$ cat src/logic/err_node_pkg.sv
// package for the error record node: register map, fields, types
// assumes a 32-bit axi4-lite register bus and a single system clock
package err_node_pkg;
   // register byte offsets
   localparam logic [11:0] OFF_FEATURE0 = 12'h000;
   localparam logic [11:0] OFF_CONTROL0 = 12'h008;
   localparam logic [11:0] OFF_STATUS0  = 12'h010;
   localparam logic [11:0] OFF_ADDR0    = 12'h018;
   localparam logic [11:0] OFF_MISC0    = 12'h020;
   localparam logic [11:0] OFF_MISC1    = 12'h028;
   localparam logic [11:0] OFF_FEATURE1 = 12'h040;
   localparam logic [11:0] OFF_CONTROL1 = 12'h048;
   // control bit positions
   localparam int CTL_ENABLE  = 0;
   localparam int CTL_UIRQ_EN = 2;
   localparam int CTL_CIRQ_EN = 3;
   localparam int CTL_FHI_EN  = 4;
   localparam int CTL_DEF_EN  = 5;
   localparam int CTL_INBAND  = 6;
   localparam int CTL_RD_EN   = 8;
   localparam int CTL_WR_EN   = 9;
   localparam logic [31:0] CTL_RESET   = 32'h0000_0000;
   localparam logic [31:0] CTL_MASK    = 32'h0000_037D;
   // status bit positions
   localparam int ST_V   = 30;
   localparam int ST_UE  = 29;
   localparam int ST_OF  = 27;
   localparam int ST_MV  = 26;
   localparam int ST_AV  = 31;
   localparam int ST_CE  = 24;
   localparam int ST_DE  = 23;
   localparam int ST_UET = 20;
   localparam int ST_CNTOF = 16;
   // feature word: counter, split irq enables, deferred control, rd/wr split
   localparam logic [31:0] FEATURE_VALUE = 32'h0000_0A5D;
   localparam logic [1:0]  RESP_OKAY   = 2'b00;
   localparam logic [1:0]  RESP_SLVERR = 2'b10;
   // error class, ordered by priority
   typedef enum logic [2:0] {
      ERR_NONE = 3'h0,
      ERR_CE   = 3'h1,
      ERR_DE   = 3'h2,
      ERR_UEO  = 3'h3,
      ERR_UER  = 3'h4,
      ERR_UEU  = 3'h5,
      ERR_UC   = 3'h6
   } err_class_type;
   // detection report from the datapath
   typedef struct packed {
      logic          valid;
      err_class_type kind;
      logic          maybePropagated;
      logic          isWrite;
      logic          softFault;
      logic          addrValid;
      logic [31:0]   addr;
      logic [15:0]   syndrome;
      logic [31:0]   unitInfo;
   } detect_type;
   // in-band answer to the consumer
   typedef struct packed {
      logic        abort;
      logic [15:0] syndrome;
   } inband_type;
endpackage

$ cat src/logic/error_record_node.sv
// error record node: records, classifies and reports detected errors
// assumes detection reports arrive on sys_clk; arst_n is power-on reset only,
// error-recovery reset (recovery_rst) leaves records intact
`timescale 1ns/1ps
module error_record_node (
   input  wire logic                      sys_clk,
   input  wire logic                      arst_n,
   input  wire logic                      recovery_rst,
   input  wire err_node_pkg::detect_type  detect,
   input  wire logic [31:0]               dataIn,
   input  wire logic [31:0]               correctedData,
   output logic [31:0]                    dataOut,
   output err_node_pkg::inband_type       inband,
   output logic                           faultIrq,
   output logic                           recoveryIrq,
   output logic                           counterIrq,
   input  wire logic [31:0]               s_axi_awaddr,
   input  wire logic                      s_axi_awvalid,
   output logic                           s_axi_awready,
   input  wire logic [31:0]               s_axi_wdata,
   input  wire logic [3:0]                s_axi_wstrb,
   input  wire logic                      s_axi_wvalid,
   output logic                           s_axi_wready,
   output logic [1:0]                     s_axi_bresp,
   output logic                           s_axi_bvalid,
   input  wire logic                      s_axi_bready,
   input  wire logic [31:0]               s_axi_araddr,
   input  wire logic                      s_axi_arvalid,
   output logic                           s_axi_arready,
   output logic [31:0]                    s_axi_rdata,
   output logic [1:0]                     s_axi_rresp,
   output logic                           s_axi_rvalid,
   input  wire logic                      s_axi_rready
);
   // record state
   logic [31:0]               ctl_q, ctl_d;
   logic [31:0]               addr_q, addr_d;
   logic [31:0]               misc0_q, misc0_d;
   logic [31:0]               misc1_q, misc1_d;
   logic [15:0]               syn_q, syn_d;
   err_node_pkg::err_class_type top_q, top_d;
   logic                      valid_q, valid_d;
   logic                      ceSeen_q, ceSeen_d;
   logic                      deSeen_q, deSeen_d;
   logic                      ueSeen_q, ueSeen_d;
   logic                      of_q, of_d;
   logic                      av_q, av_d;
   logic                      mv_q, mv_d;
   logic                      cntOf_q, cntOf_d;
   logic                      fhiPend_q, fhiPend_d;
   logic                      recPend_q, recPend_d;
   // consumer outputs
   logic [31:0]               dataOut_q, dataOut_d;
   err_node_pkg::inband_type  inband_q, inband_d;
   // bus state
   logic                      awHeld_q, awHeld_d;
   logic                      wHeld_q, wHeld_d;
   logic [11:0]               wAddr_q, wAddr_d;
   logic [31:0]               wData_q, wData_d;
   logic [3:0]                wStrb_q, wStrb_d;
   logic                      bValid_q, bValid_d;
   logic [1:0]                bResp_q, bResp_d;
   logic                      rValid_q, rValid_d;
   logic [31:0]               rData_q, rData_d;
   logic [1:0]                rResp_q, rResp_d;

   // derived detection terms
   err_node_pkg::err_class_type newKind;
   logic                      dirOk;
   logic                      logIt;
   logic                      isUe;
   logic                      doWrite;
   logic                      statusWr;
   logic [31:0]               statusRd;
   logic [31:0]               wMask;
   logic [31:0]               cntNext;

   always_comb
   begin
      // a deferred error (ERR_DE) that may have escaped is promoted to ERR_UC
      newKind = detect.kind;
      if (detect.maybePropagated && detect.kind == err_node_pkg::ERR_DE)
      begin
         newKind = err_node_pkg::ERR_UC;
      end
      dirOk = detect.isWrite ? ctl_q[err_node_pkg::CTL_WR_EN]
                             : ctl_q[err_node_pkg::CTL_RD_EN];
      logIt = detect.valid && ctl_q[err_node_pkg::CTL_ENABLE] && dirOk;
      isUe  = newKind >= err_node_pkg::ERR_UEO;
   end

   assign wMask = {{8{wStrb_q[3]}}, {8{wStrb_q[2]}}, {8{wStrb_q[1]}}, {8{wStrb_q[0]}}};
   assign doWrite = awHeld_q && wHeld_q && !bValid_q;
   assign statusWr = doWrite && wAddr_q == err_node_pkg::OFF_STATUS0;

   always_comb
   begin
      statusRd = 32'h0000_0000;
      statusRd[err_node_pkg::ST_AV] = av_q;
      statusRd[err_node_pkg::ST_V] = valid_q;
      statusRd[err_node_pkg::ST_UE] = ueSeen_q;
      statusRd[err_node_pkg::ST_OF] = of_q;
      statusRd[err_node_pkg::ST_MV] = mv_q;
      statusRd[err_node_pkg::ST_CE] = ceSeen_q;
      statusRd[err_node_pkg::ST_DE] = deSeen_q;
      statusRd[err_node_pkg::ST_UET +: 3] = top_q;
      statusRd[err_node_pkg::ST_CNTOF] = cntOf_q;
      statusRd[15:0] = syn_q;
   end

   // record update; misc1 holds the corrected error counter
   always_comb
   begin
      ctl_d = ctl_q;
      addr_d = addr_q;
      misc0_d = misc0_q;
      misc1_d = misc1_q;
      syn_d = syn_q;
      top_d = top_q;
      valid_d = valid_q;
      ceSeen_d = ceSeen_q;
      deSeen_d = deSeen_q;
      ueSeen_d = ueSeen_q;
      of_d = of_q;
      av_d = av_q;
      mv_d = mv_q;
      cntOf_d = cntOf_q;
      fhiPend_d = fhiPend_q;
      recPend_d = recPend_q;
      cntNext = misc1_q + 32'h0000_0001;
      // software writes first, so a same-cycle detection wins
      if (doWrite)
      begin
         if (wAddr_q == err_node_pkg::OFF_CONTROL0)
         begin
            ctl_d = ((wData_q & wMask) | (ctl_q & ~wMask)) & err_node_pkg::CTL_MASK;
         end
         else if (wAddr_q == err_node_pkg::OFF_MISC0)
         begin
            misc0_d = (wData_q & wMask) | (misc0_q & ~wMask);
         end
         else if (wAddr_q == err_node_pkg::OFF_MISC1)
         begin
            misc1_d = (wData_q & wMask) | (misc1_q & ~wMask);
            cntNext = misc1_d + 32'h0000_0001;
         end
         else if (statusWr && wData_q[err_node_pkg::ST_V])
         begin
            // writing one to the valid bit clears the status flags and drops the irqs; syndrome, address and misc0 hold
            valid_d = 1'b0;
            ceSeen_d = 1'b0;
            deSeen_d = 1'b0;
            ueSeen_d = 1'b0;
            of_d = 1'b0;
            av_d = 1'b0;
            mv_d = 1'b0;
            cntOf_d = 1'b0;
            top_d = err_node_pkg::ERR_NONE;
            fhiPend_d = 1'b0;
            recPend_d = 1'b0;
         end
      end
      if (logIt && newKind != err_node_pkg::ERR_NONE)
      begin
         valid_d = 1'b1;
         ceSeen_d = ceSeen_d | (newKind == err_node_pkg::ERR_CE);
         deSeen_d = deSeen_d | (newKind == err_node_pkg::ERR_DE);
         ueSeen_d = ueSeen_d | isUe;
         if (newKind == err_node_pkg::ERR_CE)
         begin
            misc1_d = cntNext;
            if (cntNext == 32'h0000_0000)
            begin
               cntOf_d = 1'b1;
               of_d = 1'b1;
            end
         end
         if (newKind > top_d || !valid_d || top_d == err_node_pkg::ERR_NONE)
         begin
            top_d = newKind;
            syn_d = detect.syndrome;
            av_d = detect.addrValid;
            addr_d = detect.addr;
            misc0_d = detect.unitInfo;
            mv_d = 1'b1;
         end
         else if (newKind != err_node_pkg::ERR_CE)
         begin
            of_d = 1'b1;
         end
         if (newKind == err_node_pkg::ERR_CE ? ctl_q[err_node_pkg::CTL_CIRQ_EN]
                                             : ctl_q[err_node_pkg::CTL_FHI_EN])
         begin
            fhiPend_d = 1'b1;
         end
         if (ctl_q[err_node_pkg::CTL_UIRQ_EN] && (isUe || (newKind == err_node_pkg::ERR_DE
             && ctl_q[err_node_pkg::CTL_DEF_EN])))
         begin
            recPend_d = 1'b1;
         end
      end
      if (logIt && detect.softFault && ctl_q[err_node_pkg::CTL_UIRQ_EN])
      begin
         recPend_d = 1'b1;
      end
   end

   // consumer side: corrected data forwarded, abort only for uncorrected
   always_comb
   begin
      dataOut_d = dataOut_q;
      inband_d = '0;
      if (detect.valid)
      begin
         dataOut_d = (newKind == err_node_pkg::ERR_CE) ? correctedData : dataIn;
         if (isUe && ctl_q[err_node_pkg::CTL_INBAND] && logIt)
         begin
            inband_d.abort = 1'b1;
            inband_d.syndrome = detect.syndrome;
         end
      end
   end

   // axi4-lite slave
   always_comb
   begin
      awHeld_d = awHeld_q;
      wHeld_d = wHeld_q;
      wAddr_d = wAddr_q;
      wData_d = wData_q;
      wStrb_d = wStrb_q;
      bValid_d = bValid_q;
      bResp_d = bResp_q;
      rValid_d = rValid_q;
      rData_d = rData_q;
      rResp_d = rResp_q;
      if (s_axi_awvalid && s_axi_awready)
      begin
         awHeld_d = 1'b1;
         wAddr_d = s_axi_awaddr[11:0];
      end
      if (s_axi_wvalid && s_axi_wready)
      begin
         wHeld_d = 1'b1;
         wData_d = s_axi_wdata;
         wStrb_d = s_axi_wstrb;
      end
      if (doWrite)
      begin
         awHeld_d = 1'b0;
         wHeld_d = 1'b0;
         bValid_d = 1'b1;
         if (wAddr_q == err_node_pkg::OFF_CONTROL0 || wAddr_q == err_node_pkg::OFF_STATUS0
             || wAddr_q == err_node_pkg::OFF_MISC0 || wAddr_q == err_node_pkg::OFF_MISC1
             || wAddr_q == err_node_pkg::OFF_CONTROL1)
         begin
            bResp_d = err_node_pkg::RESP_OKAY;
         end
         else
         begin
            bResp_d = err_node_pkg::RESP_SLVERR;
         end
      end
      if (bValid_q && s_axi_bready)
      begin
         bValid_d = 1'b0;
      end
      if (s_axi_arvalid && s_axi_arready)
      begin
         rValid_d = 1'b1;
         rResp_d = err_node_pkg::RESP_OKAY;
         if (s_axi_araddr[11:0] == err_node_pkg::OFF_FEATURE0)
         begin
            rData_d = err_node_pkg::FEATURE_VALUE;
         end
         else if (s_axi_araddr[11:0] == err_node_pkg::OFF_CONTROL0)
         begin
            rData_d = ctl_q;
         end
         else if (s_axi_araddr[11:0] == err_node_pkg::OFF_STATUS0)
         begin
            rData_d = statusRd;
         end
         else if (s_axi_araddr[11:0] == err_node_pkg::OFF_ADDR0)
         begin
            rData_d = addr_q;
         end
         else if (s_axi_araddr[11:0] == err_node_pkg::OFF_MISC0)
         begin
            rData_d = misc0_q;
         end
         else if (s_axi_araddr[11:0] == err_node_pkg::OFF_MISC1)
         begin
            rData_d = misc1_q;
         end
         else if (s_axi_araddr[11:0] == err_node_pkg::OFF_FEATURE1
                  || s_axi_araddr[11:0] == err_node_pkg::OFF_CONTROL1)
         begin
            rData_d = 32'h0000_0000;
         end
         else
         begin
            rData_d = 32'h0000_0000;
            rResp_d = err_node_pkg::RESP_SLVERR;
         end
      end
      else if (rValid_q && s_axi_rready)
      begin
         rValid_d = 1'b0;
      end
   end

   assign s_axi_awready = !awHeld_q && !bValid_q;
   assign s_axi_wready  = !wHeld_q && !bValid_q;
   assign s_axi_arready = !rValid_q;
   assign s_axi_bvalid  = bValid_q;
   assign s_axi_bresp   = bResp_q;
   assign s_axi_rvalid  = rValid_q;
   assign s_axi_rdata   = rData_q;
   assign s_axi_rresp   = rResp_q;
   assign dataOut       = dataOut_q;
   assign inband        = inband_q;
   assign faultIrq      = fhiPend_q;
   assign recoveryIrq   = recPend_q;
   assign counterIrq    = cntOf_q && ctl_q[err_node_pkg::CTL_CIRQ_EN];

   // record registers: only power-on reset clears them
   always_ff @(posedge sys_clk or negedge arst_n)
   begin
      if (!arst_n)
      begin
         ctl_q <= err_node_pkg::CTL_RESET;
         addr_q <= 32'h0000_0000;
         misc0_q <= 32'h0000_0000;
         misc1_q <= 32'h0000_0000;
         syn_q <= 16'h0000;
         top_q <= err_node_pkg::ERR_NONE;
         valid_q <= 1'b0;
         ceSeen_q <= 1'b0;
         deSeen_q <= 1'b0;
         ueSeen_q <= 1'b0;
         of_q <= 1'b0;
         av_q <= 1'b0;
         mv_q <= 1'b0;
         cntOf_q <= 1'b0;
         fhiPend_q <= 1'b0;
         recPend_q <= 1'b0;
      end
      else
      begin
         ctl_q <= ctl_d;
         addr_q <= addr_d;
         misc0_q <= misc0_d;
         misc1_q <= misc1_d;
         syn_q <= syn_d;
         top_q <= top_d;
         valid_q <= valid_d;
         ceSeen_q <= ceSeen_d;
         deSeen_q <= deSeen_d;
         ueSeen_q <= ueSeen_d;
         of_q <= of_d;
         av_q <= av_d;
         mv_q <= mv_d;
         cntOf_q <= cntOf_d;
         fhiPend_q <= fhiPend_d;
         recPend_q <= recPend_d;
      end
   end

   // datapath and bus handshake flags also clear on error-recovery reset; captured bus address, data and responses hold
   always_ff @(posedge sys_clk or negedge arst_n)
   begin
      if (!arst_n)
      begin
         dataOut_q <= 32'h0000_0000;
         inband_q <= '0;
         awHeld_q <= 1'b0;
         wHeld_q <= 1'b0;
         wAddr_q <= 12'h000;
         wData_q <= 32'h0000_0000;
         wStrb_q <= 4'h0;
         bValid_q <= 1'b0;
         bResp_q <= 2'b00;
         rValid_q <= 1'b0;
         rData_q <= 32'h0000_0000;
         rResp_q <= 2'b00;
      end
      else if (recovery_rst)
      begin
         dataOut_q <= 32'h0000_0000;
         inband_q <= '0;
         awHeld_q <= 1'b0;
         wHeld_q <= 1'b0;
         bValid_q <= 1'b0;
         rValid_q <= 1'b0;
      end
      else
      begin
         dataOut_q <= dataOut_d;
         inband_q <= inband_d;
         awHeld_q <= awHeld_d;
         wHeld_q <= wHeld_d;
         wAddr_q <= wAddr_d;
         wData_q <= wData_d;
         wStrb_q <= wStrb_d;
         bValid_q <= bValid_d;
         bResp_q <= bResp_d;
         rValid_q <= rValid_d;
         rData_q <= rData_d;
         rResp_q <= rResp_d;
      end
   end
endmodule
$ cat config.mk
export PLATFORM = sky130hd
export DESIGN_NAME = error_record_node
export DESIGN_NICKNAME = d
export VERILOG_FILES = /design/src/logic/err_node_pkg.sv /design/src/logic/error_record_node.sv
export SDC_FILE = /design/constraint.sdc
export NUM_CORES = 1
export LEC_CHECK = 0
export BUFFER_PORTS_ARGS = -buffer_cell sky130_fd_sc_hd__clkbuf_2
export CELL_PAD_IN_SITES_DETAIL_PLACEMENT = 0
export CELL_PAD_IN_SITES_GLOBAL_PLACEMENT = 1
export CORE_AREA = 2 2 184 186
export CTS_BUF_LIST = sky130_fd_sc_hd__clkbuf_16
export CTS_CLUSTER_SIZE = 24
export DETAILED_ROUTE_END_ITERATION = 7
export DIE_AREA = 0 0 186 188
export HOLD_SLACK_MARGIN = 0.15
export PLACE_DENSITY_LB_ADDON = 0.08
export SYNTH_ARGS = -nofsm -noshare
export SYNTH_HDL_FRONTEND = slang
export SYNTH_SLANG_ARGS = --single-unit
$ cat constraint.sdc
create_clock -name sys_clk -period 8.3 [get_ports sys_clk]
set_input_delay 1.66 -clock sys_clk [delete_from_list [all_inputs] [get_ports sys_clk]]
set_output_delay 1.66 -clock sys_clk [all_outputs]
set_load 0.02 [all_outputs]
==> flow_metrics.py <==
metrics = {
    "floorplanning": {
        "rows": 67,
        "core_area_sq_um": 33100,
        "initial_core_util_pct": 44.1,
        "dieArea_sq_um": 35000,
        "die-height_um": 188,
        "die_width_um": 186,
        "io_pins": 353,
    },
    "clocking": {
        "cts_buffers": 30,
        "cts_root_buf": "clkbuf_16",
        "hold_buffers": 0,
        "cts_resized": 0,
        "cts_tree": "yes",
        "ctsLongestPathBuffers": 3,
        "clkLatencyLatePin_ns": 0.57,
        "clkSinkCount": 268,
        "cts_max_level": 1,
        "cts_setup_buffers": 0,
        "clk_pin_slew_worst_paths_ns": 0.06,
    },
    "global_route": {
        "grt_pass1_vias": 12200,
        "grt-ovfl-total": 0,
        "grt_pass1_wl_um": 72200,
        "grt_max_degree": 113,
        "grtUsageTotal_pct": 26.7,
        "antenna_found_initial": 1,
    },
    "placed_design": {
        "dp_slack_ns": 3.49,
        "dp_hpwl_um": 34000,
        "portBuffers": 310,
        "gp_congestion": 0.880,
        "dp.cells": 2120,
    },
    "route": {
        "wl_per_cell_um": 21.2,
        "ant_nets": 0,
        "drt_first_pass_iters": 5,
        "routed_wl_um": 46200,
        "via_per_inst": 5.59,
        "drt_iter0_drc": 805,
        "drcViolationCount": 0,
        "route.vias.total": 12200,
    },
    "timing": {
        "skew_ns": 0.0117,
        "fin_crit_sh_pct": 53.0,
        "min_period_ns": 4.40,
        "worst_slack_ns": 3.90,
        "slew_headroom_pct": 21.2,
        "worst-slew-pin-transition_ns": 1.18,
        "fin_setup_tns_ns": 0,
        "hold_viol": 0,
        "setup_viol": 0,
        "drv_slew": 0,
        "rsz0062_at_grt": "no",
        "fmax_ghz": 0.227,
    },
    "cells_and_area": {
        "fill_cells": 3109,
        "multi_input_comb_area_sq_um": 7410,
        "syn2layout_area_growth_pct": 19.4,
        "antenna_cells": 0,
        "final_cells": 2176,
        "final_nets": 1969,
        "drive_gt1_share_pct": 29.4,
        "seq_area_sq_um": 6710,
    },
    "logic_synthesis": {
        "synth-edff-count": 0,
        "ys.flop_type": "dfrtp_1",
        "synth-xor-area-share_pct": 3.90,
        "syn_avg_cell_area_sq_um": 10.0,
        "synth_most_common_cell": "dfrtp_1",
        "yosys-mux-area-fraction_pct": 18.1,
        "synthAdderAreaFrac_pct": 0.497,
        "ys_seq_area_share_pct": 45.9,
        "ys_types": 69,
        "synth_seq_cells": 268,
        "synth.area.top_cells": "dfrtp_1 (46%), mux2i_1 (9.2%), mux2_2 (8.9%)",
        "ys_async_sr_fraction_pct": 100,
        "synth-simple-area-share_pct": 14.9,
        "synth_compound_area_share_pct": 13.1,
        "synth_common_cells": "dfrtp_1 (268), nor2_1 (154), mux2i_1 (134)",
        "synth_top_family_by_area": "multiplexers",
        "synth_area_sq_um": 14600,
        "synth_top_area_share_pct": 45.9,
        "synth_cells": 1454,
        "synth.largest_area_cell": "dfrtp_1",
        "yosys_warnings": 0,
    },
    "setup_path": {
        "required_ns": 8.75,
        "endpoint_kind": "register",
        "arrival_ns": 4.85,
        "worst_setup_path_start_kind": "register",
        "worstSetupPathType": "reg2reg",
        "cp_max_fo": 72,
    },
    "min_path": {
        "min-delay-path-class": "reg2reg",
    },
    "power_and_ir_drop": {
        "leakage_nw": 8.15,
        "ir_drop_uv": 150,
        "power_density_nw_per_um2": 190,
    },
    "flow_run": {
        "cap_violations": 0,
    },
    "outcome": {
        "status": "finished, final reports clean",
    },
}
stage by stage:
step	total power, mW	utilization [%]	hold slack, ns	area, sq um
finish	3.32	52.7	0.474	17400
CTS	3.35	52.7	0.482	17400
global placement	2.00	49.7	0.460	16500
detailed placement	2.01	49.7	0.467	16500
floorplan	1.79	-	0.445	14600
global route	3.47	52.7	0.506	17400
per-layer routing:
| layer | routed length, um | up-vias | global-route usage [%] |
|---|---|---|---|
| met3 | 3140 | 63 | 4.51 |
| met1 | 19700 | 5873 | 35.9 |
| met5 | 10 | - | 0 |
| met2 | 22200 | 457 | 44.5 |
| li1 | - | 5770 | - |
| met4 | 1110 | 2 | 7.00 |
critical path: stages, from the launching register on:
cell and delay (ns):
dfrtp_1 0.38, or4_4 0.58, nor4_4 0.40, nand4b_1 0.14, buf_4 0.23, nand2_1 0.10
ha_1 0.23, nor2b_1 0.13, o21ai_0 0.14, a32oi_1 0.09, nor2_1 0.11, nand2_1 0.09
nand2_4 0.61, buf_4 0.61, mux2_2 0.40
state kept, by name, summed over array words and instances, names as in the netlist, 3 cells and up, named ones only:
register     flops
addr_q          32
dataOut         32
inband          17
misc0_q         32
misc1_q         32
s_axi_rdata     32
syn_q           16
top_q            3
wAddr_q         12
wData_q         32
wStrb_q          4
final timing paths:
check                           start          end  slack (ns)  cells past startpoint
min in group asynchronous      arst_n  misc1_q[19]        1.18                      1
setup reg to reg           wAddr_q[1]   addr_q[28]        3.90                     14
hold / removal               ceSeen_q     ceSeen_q        0.47                      2
max in group asynchronous      arst_n     ueSeen_q        5.79                      2
hold reg to reg              ceSeen_q     ceSeen_q        0.47                      2
setup / recovery           wAddr_q[1]   addr_q[28]        3.90                     14
final cells by class:
class | instances | share of cell area, %
tap | 448 | 3.21
timing repair buffer | 330 | 9.82
multi-input combinational | 1057 | 42.5
clock inverter | 26 | 1.35
clock buffer | 30 | 4.31
sequential | 268 | 38.5
inverter | 17 | 0.366
cell usage in the layout, fill, tap and decap left out, types with 6 or more instances in the layout:
cell	synthesis	layout
inv_1	17	19
o31ai_1	7	7
buf_4	4	20
nand4_1	21	21
mux2i_1	134	134
clkinv_1	0	7
dfrtp_1	268	268
xor2_1	22	22
and3_1	11	11
clkinv_2	0	8
and2_1	25	25
nand3_1	41	41
a211oi_1	44	44
xnor2_1	43	43
clkbuf_16	0	30
o211ai_1	10	10
a31oi_1	9	9
clkbuf_2	0	309
nor4_1	10	9
mux2_2	116	116
nor2_1	154	152
a22oi_1	6	6
o21ai_0	58	58
nand2_1	108	107
a222oi_1	8	8
nand3b_1	12	12
nand2b_1	6	6
nor3_1	26	25
a21oi_1	77	77
a221oi_1	20	20
kinds of logic after synthesis:
logic type               after synthesis
multiplexers                         250
buffers and inverters                130
adder cells (fa/ha/maj)                6
XOR/XNOR                              65
flip-flops                           268
AND/OR/NAND/NOR                      448
AO/OA/AOI/OAI                        286
other                                  1
where the power goes:
group | switching [mW] | total, mW | leakage [nW] | internal [mW]
Clock | 0.575 | 1.33 | 0.490 | 0.758
Combinational | 0.262 | 0.484 | 4.38 | 0.222
Sequential | 0.123 | 1.50 | 3.28 | 1.38
Total | 0.961 | 3.32 | 8.15 | 2.36
No activity file was read; power rests on OpenSTA's default activity.
